$ cat src/rtl/prmdac_pkg.sv
// Constants for the pulse-ratio multichannel converter core.
// Assumes a single 50 MHz ref_clk; all pin inputs are asynchronous to it.

package prmdac_pkg;

   // ***************************************************
   // Widths
   // ***************************************************
   localparam int CHAN_NUM  = 8;
   localparam int VAL_W     = 6;
   localparam int CHAN_W    = 3;
   localparam int LOAD_W    = 9;
   localparam int GROUP_W   = 3;
   localparam int PIN_NUM   = 8;
   localparam int ADDR_W    = 8;
   localparam int DATA_W    = 32;

   // ***************************************************
   // Timing
   // ***************************************************
   localparam int CLK_PERIOD_NS      = 20;
   localparam int DCLK_MIN_PHASE_NS  = 4000;
   localparam int DCLK_MIN_PHASE_CYC = (DCLK_MIN_PHASE_NS + CLK_PERIOD_NS - 1) / CLK_PERIOD_NS;
   localparam int STROBE_MIN_NS      = 4000;
   localparam int STROBE_MIN_CYC     = (STROBE_MIN_NS + CLK_PERIOD_NS - 1) / CLK_PERIOD_NS;
   localparam int WIDTH_CNT_W        = 8;
   localparam logic [WIDTH_CNT_W-1:0] WIDTH_CNT_MAX = 8'hff;

   // Counter and interval encoding
   localparam logic [VAL_W-1:0]  CNT_RST  = 6'h00;
   localparam logic [VAL_W-1:0]  CNT_LAST = 6'h3f;
   localparam logic [2:0]        SEL_UNIT = 3'h6;

   // ***************************************************
   // Register map
   // ***************************************************
   localparam logic [ADDR_W-1:0] REG_CTRL      = 8'h00;
   localparam logic [ADDR_W-1:0] REG_IDCODE    = 8'h04;
   localparam logic [ADDR_W-1:0] REG_STATUS    = 8'h08;
   localparam logic [ADDR_W-1:0] REG_LOADWORD  = 8'h0c;
   localparam logic [ADDR_W-1:0] REG_CHAN_BASE = 8'h10;
   localparam logic [ADDR_W-1:0] REG_CHAN_LAST = 8'h2c;

   localparam int CTRL_PARALLEL_BIT  = 0;
   localparam int CTRL_CLRFLAG_BIT   = 1;
   localparam int STAT_CNT_LSB       = 0;
   localparam int STAT_LATCH_BIT     = 6;
   localparam int STAT_ARMED_BIT     = 7;
   localparam int STAT_DCLKSHORT_BIT = 8;
   localparam int STAT_STBSHORT_BIT  = 9;

   localparam logic              CTRL_PARALLEL_RST = 1'b0;
   localparam logic [CHAN_W-1:0] IDCODE_RST        = 3'h5;
   localparam logic [VAL_W-1:0]  RAM_RST           = 6'h00;

   localparam logic [1:0] RESP_OKAY   = 2'h0;
   localparam logic [1:0] RESP_SLVERR = 2'h2;

endpackage : prmdac_pkg

$ cat src/rtl/prmdac_sync.sv
// Two-flop synchroniser for a group of asynchronous pins.
// Assumes the caller reads only dataOut, never the first stage.
`timescale 1ns/100ps

module prmdac_sync
   import prmdac_pkg::*;
#(
   parameter int WIDTH = 1
) (
   input  wire logic             ref_clk,   // Core clock
   input  wire logic             reset,     // Async reset, active high
   input  wire logic [WIDTH-1:0] dataIn,    // Asynchronous inputs
   output logic      [WIDTH-1:0] dataOut    // Synchronised inputs
);

   logic [WIDTH-1:0] stage1_ff;

   always_ff @(posedge ref_clk or posedge reset) begin
      if (reset) begin
         stage1_ff <= '0;
         dataOut   <= '0;
      end else begin
         stage1_ff <= dataIn;
         dataOut   <= stage1_ff;
      end
   end

endmodule : prmdac_sync

$ cat src/rtl/prmdac_top.sv
// Core of the pulse-ratio multichannel converter with AXI4-Lite control.
// Assumes pins are asynchronous to ref_clk and slow against 50 MHz.
//
// The AXI4-Lite interface to the registers and the placing of the registers were left to the implementer.
`timescale 1ns/100ps

module prmdac_top
   import prmdac_pkg::*;
(
   input  wire logic              ref_clk,          // 50 MHz core clock
   input  wire logic              reset,            // Async reset, active high
   input  wire logic              oscIn,            // Timebase pin
   input  wire logic              dataClk,          // Load clock pin
   input  wire logic              serialData,       // Serial load data pin
   input  wire logic              writeStrobe,      // Write strobe pin
   input  wire logic              identify_strobe,  // ID strobe pin
   input  wire logic              group_line_0,     // Parallel group line 0
   input  wire logic              group_line_1,     // Parallel group line 1
   input  wire logic              group_line_2,     // Parallel group line 2
   output logic [CHAN_NUM-1:0]    chanOut,          // Channel pulse streams
   input  wire logic [ADDR_W-1:0] s_axi_awaddr,     // Write address
   input  wire logic              s_axi_awvalid,    // Write address valid
   output logic                   s_axi_awready,    // Write address ready
   input  wire logic [DATA_W-1:0] s_axi_wdata,      // Write data
   input  wire logic [3:0]        s_axi_wstrb,      // Write byte strobes
   input  wire logic              s_axi_wvalid,     // Write data valid
   output logic                   s_axi_wready,     // Write data ready
   output logic [1:0]             s_axi_bresp,      // Write response
   output logic                   s_axi_bvalid,     // Write response valid
   input  wire logic              s_axi_bready,     // Write response ready
   input  wire logic [ADDR_W-1:0] s_axi_araddr,     // Read address
   input  wire logic              s_axi_arvalid,    // Read address valid
   output logic                   s_axi_arready,    // Read address ready
   output logic [DATA_W-1:0]      s_axi_rdata,      // Read data
   output logic [1:0]             s_axi_rresp,      // Read response
   output logic                   s_axi_rvalid,     // Read data valid
   input  wire logic              s_axi_rready      // Read data ready
);

   // ***************************************************
   // Functions
   // ***************************************************
   // Priority encoder: first zero bit from the top picks the interval
   function automatic logic [2:0] intervalSel(input logic [VAL_W-1:0] cnt);
      logic [2:0] sel;
      sel = SEL_UNIT;
      for (int i = 0; i < VAL_W; i++) begin
         if (!cnt[i]) begin
            sel = 3'(i);
         end
      end
      return sel;
   endfunction : intervalSel

   function automatic logic isChanAddr(input logic [ADDR_W-1:0] addr);
      return (addr >= REG_CHAN_BASE) && (addr <= REG_CHAN_LAST) && (addr[1:0] == 2'h0);
   endfunction : isChanAddr

   function automatic logic [CHAN_W-1:0] chanIndex(input logic [ADDR_W-1:0] addr);
      logic [ADDR_W-1:0] off;
      off = addr - REG_CHAN_BASE;
      return off[CHAN_W+1:2];
   endfunction : chanIndex

   // ***************************************************
   // Pin synchronisers and edge detection
   // ***************************************************
   logic [PIN_NUM-1:0] pinSync;
   logic [PIN_NUM-1:0] pinPrev_ff;

   prmdac_sync #(.WIDTH(PIN_NUM)) u_pin_sync (
      .ref_clk (ref_clk),
      .reset   (reset),
      .dataIn  ({group_line_2, group_line_1, group_line_0, identify_strobe,
                 writeStrobe, serialData, dataClk, oscIn}),
      .dataOut (pinSync)
   );

   logic             oscS;
   logic             dclkS;
   logic             sdataS;
   logic             strobeS;
   logic             idStrobeS;
   logic [GROUP_W-1:0] groupS;
   assign oscS      = pinSync[0];
   assign dclkS     = pinSync[1];
   assign sdataS    = pinSync[2];
   assign strobeS   = pinSync[3];
   assign idStrobeS = pinSync[4];
   assign groupS    = pinSync[7:5];

   always_ff @(posedge ref_clk or posedge reset) begin
      if (reset) begin
         pinPrev_ff <= '0;
      end else begin
         pinPrev_ff <= pinSync;
      end
   end

   logic oscRise;
   logic dclkFall;
   logic dclkEdge;
   logic strobeRise;
   logic strobeFall;
   logic idRise;
   assign oscRise    = oscS & ~pinPrev_ff[0];
   assign dclkFall   = ~dclkS & pinPrev_ff[1];
   assign dclkEdge   = dclkS ^ pinPrev_ff[1];
   assign strobeRise = strobeS & ~pinPrev_ff[3];
   assign strobeFall = ~strobeS & pinPrev_ff[3];
   assign idRise     = idStrobeS & ~pinPrev_ff[4];

   // ***************************************************
   // Control registers
   // ***************************************************
   logic              parallel_ff;
   logic [CHAN_W-1:0] idCode_ff;
   logic              regWrite;
   logic [ADDR_W-1:0] awAddr_ff;
   logic [DATA_W-1:0] wData_ff;
   logic [3:0]        wStrb_ff;
   logic              clrFlags;

   assign clrFlags = regWrite && (awAddr_ff == REG_CTRL) && wStrb_ff[0] && wData_ff[CTRL_CLRFLAG_BIT];

   always_ff @(posedge ref_clk or posedge reset) begin
      if (reset) begin
         parallel_ff <= CTRL_PARALLEL_RST;
         idCode_ff   <= IDCODE_RST;
      end else if (regWrite && wStrb_ff[0]) begin
         if (awAddr_ff == REG_CTRL) begin
            parallel_ff <= wData_ff[CTRL_PARALLEL_BIT];
         end else if (awAddr_ff == REG_IDCODE) begin
            idCode_ff <= wData_ff[CHAN_W-1:0];
         end
      end
   end

   // ***************************************************
   // Timebase and conversion counter
   // ***************************************************
   logic             tbHalf_ff;
   logic [VAL_W-1:0] cnt_ff;
   logic             cntTick;
   logic             cycleStart;

   assign cntTick    = oscRise & tbHalf_ff;
   assign cycleStart = cntTick && (cnt_ff == CNT_LAST);

   // Free running; nothing from the load path touches it
   always_ff @(posedge ref_clk or posedge reset) begin
      if (reset) begin
         tbHalf_ff <= 1'b0;
         cnt_ff    <= CNT_RST;
      end else if (oscRise) begin
         tbHalf_ff <= ~tbHalf_ff;
         if (tbHalf_ff) begin
            cnt_ff <= cnt_ff + 6'h01;
         end
      end
   end

   // ***************************************************
   // Load path
   // ***************************************************
   logic [LOAD_W-1:0] loadWord_ff;
   logic              idArmed_ff;
   logic              latch_ff;
   logic              ramWrite;
   logic [CHAN_W-1:0] loadChan;
   logic [VAL_W-1:0]  loadVal;

   assign loadChan = loadWord_ff[LOAD_W-1:VAL_W];
   assign loadVal  = loadWord_ff[VAL_W-1:0];
   assign ramWrite = latch_ff & cycleStart;

   always_ff @(posedge ref_clk or posedge reset) begin
      if (reset) begin
         loadWord_ff <= '0;
      end else if (dclkFall) begin
         if (!parallel_ff) begin
            loadWord_ff <= {loadWord_ff[LOAD_W-2:0], sdataS};
         end else if (idArmed_ff) begin
            loadWord_ff <= {loadWord_ff[LOAD_W-GROUP_W-1:0], groupS};
         end
      end
   end

   // ID accepted on a matching strobe, dropped after the transfer
   always_ff @(posedge ref_clk or posedge reset) begin
      if (reset) begin
         idArmed_ff <= 1'b0;
      end else if (idRise) begin
         idArmed_ff <= (groupS == idCode_ff);
      end else if (ramWrite) begin
         idArmed_ff <= 1'b0;
      end
   end

   // New strobe edge wins over the clear
   always_ff @(posedge ref_clk or posedge reset) begin
      if (reset) begin
         latch_ff <= 1'b0;
      end else if (strobeRise) begin
         latch_ff <= 1'b1;
      end else if (ramWrite) begin
         latch_ff <= 1'b0;
      end
   end

   // ***************************************************
   // Pin timing monitors
   // ***************************************************
   logic [WIDTH_CNT_W-1:0] dclkWidth_ff;
   logic [WIDTH_CNT_W-1:0] stbWidth_ff;
   logic                   dclkShort_ff;
   logic                   stbShort_ff;

   always_ff @(posedge ref_clk or posedge reset) begin
      if (reset) begin
         dclkWidth_ff <= '0;
         stbWidth_ff  <= '0;
      end else begin
         dclkWidth_ff <= dclkEdge ? '0 : (dclkWidth_ff == WIDTH_CNT_MAX ? dclkWidth_ff : dclkWidth_ff + 8'h01);
         stbWidth_ff  <= strobeRise ? '0 : (stbWidth_ff == WIDTH_CNT_MAX ? stbWidth_ff : stbWidth_ff + 8'h01);
      end
   end

   always_ff @(posedge ref_clk or posedge reset) begin
      if (reset) begin
         dclkShort_ff <= 1'b0;
         stbShort_ff  <= 1'b0;
      end else begin
         if (dclkEdge && (dclkWidth_ff < WIDTH_CNT_W'(DCLK_MIN_PHASE_CYC - 1))) begin
            dclkShort_ff <= 1'b1;
         end else if (clrFlags) begin
            dclkShort_ff <= 1'b0;
         end
         if (strobeFall && (stbWidth_ff < WIDTH_CNT_W'(STROBE_MIN_CYC - 1))) begin
            stbShort_ff <= 1'b1;
         end else if (clrFlags) begin
            stbShort_ff <= 1'b0;
         end
      end
   end

   // ***************************************************
   // Control-word RAM and channel outputs
   // ***************************************************
   logic [VAL_W-1:0] ram_ff [CHAN_NUM];
   logic [2:0]       sel;
   logic             writeOk;

   assign sel     = intervalSel(cnt_ff);
   assign writeOk = !(parallel_ff && (loadChan == CHAN_W'(CHAN_NUM - 1)));

   generate
      for (genvar ch = 0; ch < CHAN_NUM; ch++) begin : g_chan
         always_ff @(posedge ref_clk or posedge reset) begin
            if (reset) begin
               ram_ff[ch] <= RAM_RST;
            end else if (ramWrite && writeOk && (loadChan == CHAN_W'(ch))) begin
               ram_ff[ch] <= loadVal;
            end
         end

         always_ff @(posedge ref_clk or posedge reset) begin
            if (reset) begin
               chanOut[ch] <= 1'b0;
            end else if (sel == SEL_UNIT) begin
               chanOut[ch] <= 1'b0;
            end else if (parallel_ff && (ch == CHAN_NUM - 1)) begin
               chanOut[ch] <= 1'b0;
            end else begin
               chanOut[ch] <= ram_ff[ch][sel];
            end
         end
      end
   endgenerate

   // ***************************************************
   // AXI4-Lite write channel
   // ***************************************************
   logic awGot_ff;
   logic wGot_ff;

   assign regWrite = awGot_ff & wGot_ff & ~s_axi_bvalid;

   always_ff @(posedge ref_clk or posedge reset) begin
      if (reset) begin
         s_axi_awready <= 1'b1;
         s_axi_wready  <= 1'b1;
         awGot_ff      <= 1'b0;
         wGot_ff       <= 1'b0;
         awAddr_ff     <= '0;
         wData_ff      <= '0;
         wStrb_ff      <= '0;
         s_axi_bvalid  <= 1'b0;
         s_axi_bresp   <= RESP_OKAY;
      end else begin
         if (s_axi_awvalid && s_axi_awready) begin
            s_axi_awready <= 1'b0;
            awGot_ff      <= 1'b1;
            awAddr_ff     <= s_axi_awaddr;
         end
         if (s_axi_wvalid && s_axi_wready) begin
            s_axi_wready <= 1'b0;
            wGot_ff      <= 1'b1;
            wData_ff     <= s_axi_wdata;
            wStrb_ff     <= s_axi_wstrb;
         end
         if (regWrite) begin
            awGot_ff     <= 1'b0;
            wGot_ff      <= 1'b0;
            s_axi_bvalid <= 1'b1;
            s_axi_bresp  <= (awAddr_ff == REG_CTRL || awAddr_ff == REG_IDCODE) ? RESP_OKAY : RESP_SLVERR;
         end else if (s_axi_bvalid && s_axi_bready) begin
            s_axi_bvalid  <= 1'b0;
            s_axi_awready <= 1'b1;
            s_axi_wready  <= 1'b1;
         end
      end
   end

   // ***************************************************
   // AXI4-Lite read channel
   // ***************************************************
   logic [DATA_W-1:0] rdData;
   logic [1:0]        rdResp;

   always_comb begin
      rdData = '0;
      rdResp = RESP_OKAY;
      if (s_axi_araddr == REG_CTRL) begin
         rdData[CTRL_PARALLEL_BIT] = parallel_ff;
      end else if (s_axi_araddr == REG_IDCODE) begin
         rdData[CHAN_W-1:0] = idCode_ff;
      end else if (s_axi_araddr == REG_STATUS) begin
         rdData[STAT_CNT_LSB +: VAL_W] = cnt_ff;
         rdData[STAT_LATCH_BIT]        = latch_ff;
         rdData[STAT_ARMED_BIT]        = idArmed_ff;
         rdData[STAT_DCLKSHORT_BIT]    = dclkShort_ff;
         rdData[STAT_STBSHORT_BIT]     = stbShort_ff;
      end else if (s_axi_araddr == REG_LOADWORD) begin
         rdData[LOAD_W-1:0] = loadWord_ff;
      end else if (isChanAddr(s_axi_araddr)) begin
         rdData[VAL_W-1:0] = ram_ff[chanIndex(s_axi_araddr)];
      end else begin
         rdResp = RESP_SLVERR;
      end
   end

   always_ff @(posedge ref_clk or posedge reset) begin
      if (reset) begin
         s_axi_arready <= 1'b1;
         s_axi_rvalid  <= 1'b0;
         s_axi_rdata   <= '0;
         s_axi_rresp   <= RESP_OKAY;
      end else if (s_axi_arvalid && s_axi_arready) begin
         s_axi_arready <= 1'b0;
         s_axi_rvalid  <= 1'b1;
         s_axi_rdata   <= rdData;
         s_axi_rresp   <= rdResp;
      end else if (s_axi_rvalid && s_axi_rready) begin
         s_axi_rvalid  <= 1'b0;
         s_axi_arready <= 1'b1;
      end
   end

endmodule : prmdac_top

$ cat config.mk
export PLATFORM = sky130hd
export DESIGN_NAME = prmdac_top
export DESIGN_NICKNAME = d
export VERILOG_FILES = /design/src/rtl/prmdac_pkg.sv /design/src/rtl/prmdac_sync.sv /design/src/rtl/prmdac_top.sv
export SDC_FILE = /design/constraint.sdc
export NUM_CORES = 1
export LEC_CHECK = 0
export ABC_AREA = 0
export BUFFER_PORTS_ARGS = -buffer_cell sky130_fd_sc_hd__buf_2
export CAP_MARGIN = 20
export CORE_UTILIZATION = 51
export DETAILED_ROUTE_END_ITERATION = 10
export GPL_ROUTABILITY_DRIVEN = 0
export PLACE_DENSITY = 0.87
export SETUP_SLACK_MARGIN = 0.3
export SYNTH_ARGS = -nofsm -noshare
export SYNTH_HDL_FRONTEND = slang
export SYNTH_HIERARCHICAL = 1
export SYNTH_SLANG_ARGS = --single-unit
$ cat constraint.sdc
create_clock -name ref_clk -period 3.6 [get_ports ref_clk]
set_input_delay 0 -clock ref_clk [delete_from_list [all_inputs] [get_ports ref_clk]]
set_output_delay 0 -clock ref_clk [all_outputs]
set_load 0.005 [all_outputs]
# Yosys cells after proc, flatten, opt, wreduce, memory -nomap -nowiden
# Cells that the tools add are included.
[totals] reg_bits=150 input_bits=67 out_inout_bits=49 elab_cells=210
[op_classes] add_sub_neg=4 n_lt_le_gt_ge=6 n_eq_ne=19 mux=77 bitwise=19 n_reduce_logical=42
[ops] cell="1-bit two-way mux" count=41
[ops] cell="9-bit two-way mux" count=4
[ops] cell="8-bit two-way mux" count=4
[ops] cell="1-bit binary-select mux with 3-bit select" count=8
[ops] cell="1-bit logical AND" count=24
[ops] cell="3-bit two-way mux" count=8
[ops] cell="6-bit two-way mux" count=4
[ops] cell="6-bit binary-select mux with 3-bit select" count=1
[ops] cell="8-bit by 1-bit adder with 8-bit output, second input constant" count=2
[ops] cell="8-bit by 3-bit == test with 1-bit output, second input constant" count=2
[ops] cell="8-bit by 4-bit == test with 1-bit output, second input constant" count=2
[ops] cell="8-bit == test, second input constant" count=2
[ops] cell="8-bit zero test" count=2
[ops] cell="8-bit < comparator, second input constant" count=2
[ops] cell="2-bit nonzero test" count=8
[ops] cell="3-bit == test, second input constant" count=5
[ops] cell="2-bit two-way mux" count=6
[ops] cell="1-bit bitwise AND" count=9
[ops] cell="8-bit by 5-bit >= comparator with 1-bit output, second input constant" count=1
[ops] cell="8-bit by 6-bit <= comparator with 1-bit output, second input constant" count=1
[ops] cell="1-bit inverter" count=8
[ops] cell="7-bit two-way mux" count=1
[ops] cell="6-bit by 1-bit adder with 6-bit output, second input constant" count=1
[ops] cell="3-bit by 2-bit == test with 1-bit output, second input constant" count=2
[ops] cell="other kinds (16)" count=19

# Depth between registers and ports, before layout
[depth] word_depth=10 depth_mapped=8 mapped_depth_nobuf=7

# Hierarchy
# Netlist, hierarchy kept.
[modules_own_cells] mod="prmdac_top" instances=1 cells_per_inst=586 area_per_inst_um2=6701.4 seq_area_each_um2=3284.4
[modules_own_cells] mod="prmdac_sync" instances=1 cells_per_inst=17 area_per_inst_um2=404.1 seq_area_each_um2=400.4

# Least setup slack after synthesis
# OpenSTA, ideal clock, no wires.
[synth_path] path_kind="register to register" from="reg cnt_ff[1]" to="reg ram_ff[30] (netlist name)" setup_ns=0.125 arrival_ns=2.034 required_time_ns=3.475 setup_slack_ns=1.441 path_stages_with_launch=8 path_buffers=2 synth_period_minus_slack_ns=2.159 cell_sequence="dfrtp_1 > ha_1 > nand3_1 > or3_1 > buf_6 > or4_4 > buf_6 > mux2_4"
[synth_via] elab_chain_cells=5
[synth_rtl] item="from (decl)" line_no="prmdac_top.sv:143" rtl="logic [VAL_W-1:0] cnt_ff;"
[synth_rtl] item="from (signal assigned)" line_no="prmdac_top.sv:158" rtl="cnt_ff <= cnt_ff + 6'h01;"
[synth_rtl] item="6-bit == test" line_no="prmdac_top.sv:148" rtl="assign cycleStart = cntTick && (cnt_ff == CNT_LAST);"
[synth_rtl] item="1-bit logical AND" line_no="prmdac_top.sv:148"
[synth_rtl] item="1-bit bitwise AND" line_no="prmdac_top.sv:175" rtl="assign ramWrite = latch_ff & cycleStart;"
[synth_rtl] item="1-bit logical AND (2 in series)" line_no="prmdac_top.sv:262" rtl="end else if (ramWrite && writeOk && (loadChan == CHAN_W'(ch))) begin"
[synth_rtl] item="to (signal, indexed assignment)" line_no="prmdac_top.sv:263" rtl="ram_ff[ch] <= loadVal;"
[synth_rtl] item="to (decl)" line_no="prmdac_top.sv:250" rtl="logic [VAL_W-1:0] ram_ff [CHAN_NUM];"
# No other way between the ends.
# A chain may end at the register's enable or synchronous reset.

# Final worst setup path
[layout_path] from="reg cnt_ff[1]" to="reg chanOut[2]"
[layout_via] elab_chain_cells=8 word_cells_on_any_way=9 classes_between="eq/ne (1); mux (8)"
[layout_rtl] item="3-bit two-way mux (*) (5 in series)" line_no="prmdac_top.sv:48" rtl="if (!cnt[i]) begin"
[layout_rtl] item="1-bit binary-select mux with 3-bit select" line_no="prmdac_top.sv:275" rtl="chanOut[ch] <= ram_ff[ch][sel];"
[layout_rtl] item="1-bit two-way mux (implied by the code)" line_no="prmdac_top.sv:275"
[layout_rtl] item="1-bit two-way mux (*)" line_no="prmdac_top.sv:270" rtl="end else if (sel == SEL_UNIT) begin"
[layout_rtl] item="to (signal, indexed assignment)" line_no="prmdac_top.sv:275"
[layout_rtl] item="to (decl)" line_no="prmdac_top.sv:20" rtl="output logic [CHAN_NUM-1:0] chanOut,"
# Every way passes the cells marked *; elsewhere a longest branch is shown, timed or not. The select of a mux whose other input is x is not followed.

==> impl_results.rst <==
.. list-table::
   :header-rows: 1

   * - Metric
     - Value
   * - RSZ-0062 raised after global routing
     - false
   * - Area growth, synth to finish
     - 17.03%
   * - Post-CTS Resized
     - 0
   * - Standard-cell row count
     - 42
   * - Number of synthesized flops with an enable pin
     - 0
   * - Final HPWL from detailed placement
     - 10.23 mm
   * - Async set or reset register ratio after synthesis
     - 100.0%
   * - Routed wire per std cell
     - 18.87 um
   * - Post-synthesis share of cell area spent on and, or, nand and nor gates
     - 10.90%
   * - Critical path cell sequence
     - ha_1 > inv_1 > ha_1 > nand2_1 > nand2_1 > mux2i_1 > o221ai_1
   * - Fill cells
     - 1013
   * - Clock buffer count from CTS
     - 17
   * - Max Transition Viols Final
     - 0
   * - Part of the power in combinational logic
     - 14.1%
   * - Die X-Extent
     - 120.0 um
   * - Run status
     - finished clean
   * - Worst Hold Path Cells
     - 4
   * - Die Footprint
     - 0.01441 sq mm
   * - R2R cell count
     - 7
   * - Number of antenna cells inserted
     - 0
   * - Sequential cell fraction of total power
     - 47.9%
   * - First-pass GRT wire length
     - 26.97 mm
   * - Number of iterations in the first detailed-routing pass
     - 7
   * - Power density over cell area
     - 552.5 mW/mm^2
   * - Number of nets still failing antenna checks after routing
     - 0
   * - Clock sink count
     - 147
   * - Via count
     - 5117
   * - Most frequent standard cell in the layout excluding fill and tap cells
     - dfrtp_1
   * - Compound-gate portion of the synthesized area
     - 9.438%
   * - Storage element area
     - 0.003685 sq mm
   * - CP Max Fanout
     - 17
   * - Overall routing resource usage
     - 24.61%
   * - Pin count of the biggest net entering global routing
     - 132
   * - Total setup violations reported at the end of the flow
     - 0
   * - Adder-cell share of the synthesized area
     - 1.057%
   * - Root Buffer Master
     - clkbuf_16
   * - Number of standard cells after synthesis
     - 603
   * - Total overflow reported by the global router
     - 0
   * - Via count of the first global-routing pass
     - 5220
   * - Multiplexer share of the synthesized area
     - 19.63%
   * - Slew at the pin closest to its max-slew limit
     - 1099 ps
   * - Flops & latches, synth
     - 147
   * - Setup crit end kind
     - flop
   * - Fin nets
     - 756
   * - Static power due to leakage
     - 3.942 nW
   * - TritonCTS clock tree
     - yes
   * - Bufs on Longest Clock Path
     - 2
   * - Primary flip-flop cell chosen by synthesis mapping
     - dfrtp_1
   * - Count of buffering cells on the critical path with inverters included
     - 1
   * - Xor/xnor share of the synthesized area
     - 1.602%
   * - Arrival time of data at the critical path endpoint
     - 2770 ps
   * - Worst flop-to-flop path endpoint
     - chanOut[2]
   * - Crit path launch type
     - flop
   * - Worst Hold Path EP
     - s_axi_rresp[1]
   * - Fin. Hold Viols
     - 0
   * - Worst path top cell family by delay
     - simple AND/OR/NAND/NOR gates
   * - Worst-case vdd ir drop
     - 0.4480 mV
   * - CTS H-tree lvls
     - 4
   * - Final-layout setup total negative slack
     - 0 ps
   * - Switching portion of total power
     - 28.79%
   * - Cts-stage hold buffer count
     - 31
   * - Multi-input combinational cell area
     - 0.003119 sq mm
   * - Min Tclk post-route
     - 2531 ps
   * - Worst Hold Launch
     - s_axi_araddr[6]
   * - Area of the core
     - 0.01340 sq mm
   * - Clock Pin Slew Worst Setup and Hold Paths
     - 60 ps
   * - DRT Wirelength
     - 16.45 mm
   * - Combinational family with the most area after synthesis
     - multiplexers
   * - Achievable clock frequency
     - 0.3951 GHz
   * - Synth Area per Inst
     - 11.78 sq um
   * - Post-synth top area share
     - 50.01%
   * - Relative slew slack
     - 26.36%
   * - Sequential share of the synthesized area
     - 51.86%
   * - Initial antenna violation count
     - 0
   * - Die span in y
     - 120.0 um
   * - Worst reg2reg startpoint
     - cnt_ff[1]
   * - Clock latency reported for the late side of the worst-skew pair
     - 430 ps
   * - Slowest stage cell on the critical path
     - nand2_1
   * - Clock share of power
     - 37.9%
   * - Number of buffers added for setup after CTS
     - 0
   * - Final Skew
     - 7.647 ps
   * - Routed via count divided by cell count
     - 5.868
   * - Most used cells in the layout excluding fill and tap cells
     - dfrtp_1 (142), buf_2 (59), mux2i_1 (55)
   * - Yosys synthesis warning count
     - 6
   * - Critical path's largest stage delay
     - 460 ps
   * - Share of cells above drive strength 1
     - 25.57%
   * - Data required, critical path
     - 3840 ps
   * - Final-layout worst hold slack
     - 62.00 ps
   * - Number of input and output port buffers inserted
     - 59
   * - Count of max-cap constraint violations
     - 0
   * - I/O pin count
     - 116
   * - Kind of critical path
     - reg -> reg
   * - Number of distinct library cells after synthesis
     - 56
   * - Total internal power
     - 3.272 mW
   * - Switching power summed over all nets
     - 1.323 mW
   * - Area leader, netlist
     - dfrtp_1
   * - Class of the tightest hold or removal check
     - in -> reg
   * - Starting density of the core
     - 53.03%
   * - Main area contributors after synthesis
     - dfrtp_1 (50%), mux2i_1 (7.7%), mux2_2 (7.4%), mux2_4 (3.8%), o21ai_0 (2.8%)
   * - DRC violations left
     - 0
   * - Setup slack of the most critical reg-to-reg path
     - 1070 ps
   * - Mapped cell area
     - 0.007106 sq mm
   * - Post-route fraction of the period consumed by the critical path
     - 70.30%
   * - DR iter-0 viols
     - 440
-- Yosys cell counts, types with 7 or more instances --
| cell type | instances |
|---|---|
| mux2_4 | 18 |
| buf_4 | 24 |
| a21oi_1 | 12 |
| o22ai_1 | 10 |
| a21boi_0 | 7 |
| o221ai_1 | 8 |
| inv_1 | 16 |
| nand3_1 | 13 |
| clkbuf_1 | 20 |
| nor2_1 | 20 |
| nand2_1 | 38 |
| xor2_1 | 8 |
| mux2_2 | 47 |
| dfrtp_1 | 142 |
| and3_1 | 10 |
| a31oi_1 | 9 |
| mux2i_1 | 55 |
| o21ai_0 | 40 |
| nor3_1 | 8 |
-- layout make-up --
class,instances,share of cell area [%]
timing repair buffer,93,7.704
inverter,16,0.7674
clock inverter,11,1.520
multi-input combinational,408,37.51
clock buffer,21,5.537
sequential,147,44.31
tap,176,2.648
-- cells by family (layout without fill, tap and decap cells) --
logic type,after synthesis,count (layout)
other,1,24
buffers and inverters,71,141
AO/OA/AOI/OAI,107,107
flip-flops,147,147
multiplexers,122,122
AND/OR/NAND/NOR,136,136
XOR/XNOR,13,13
adder cells (fa/ha/maj),6,6
-- routing by layer --
layer / share of wire, % / GRT usage, % / wire length [um] / vias up
li1: - / - / - / 2295
met1: 41 / 31.16 / 6723 / 2589
met2: 52 / 41.92 / 8498 / 212
met3: 6.1 / 5.751 / 1000 / 21
met4: 1.4 / 7.031 / 229 / 0
met5: 0 / 0 / 0 / -
-- power by group through the flow --
stage	registers (mW)	logic, mW	clock network (mW)
2_1_floorplan	2.06	0.512	0
3_3_place_gp	2.18	0.557	0
3_5_place_dp	2.21	0.594	0
4_1_cts	2.19	0.637	1.76
5_1_grt	2.24	0.725	1.83
6_report	2.20	0.649	1.74
-- per-stage QoR --
stage	instances	util [%]	cell area, sq um	worst slack, ps	power, mW
3_3_place_gp	809	55.36	7418	1303	2.738
4_1_cts	872	62.05	8315	1145	4.587
3_5_place_dp	809	55.36	7418	1220	2.805
6_report	872	62.05	8315	1069	4.595
5_1_grt	872	62.05	8315	937.6	4.793
2_1_floorplan	626	-	7196	1441	2.576
-- flip-flops by register name, summed over array words and instances (netlist names), 3 cells and up --
signal,flops
pinPrev_ff,4
u_pin_sync/stage1_ff,8
ram_ff,48
wData_ff,3
idCode_ff,3
stbWidth_ff,8
loadWord_ff,9
s_axi_rdata,10
awAddr_ff,8
chanOut,8
dclkWidth_ff,8
u_pin_sync/dataOut,8
cnt_ff,6
-- worst max path at each step --
stage / start / endpoint / slack [ps] / depth (start not counted)
global route: cnt_ff[1] / chanOut[2] / 940 / 7
CTS: cnt_ff[1] / chanOut[2] / 1140 / 7
floorplan: cnt_ff[1] / ram_ff[30] / 1440 / 7
global placement: cnt_ff[1] / ram_ff[41] / 1300 / 5
detailed placement: cnt_ff[1] / ram_ff[41] / 1220 / 5
finish: cnt_ff[1] / chanOut[2] / 1070 / 7
-- worst min-delay path: cells and delay by family --
kind	cells	cell delay [ps]
buf+inv	2	240
simple gates	1	40
compound gates	1	160
Power figures use the tool's default switching activity.
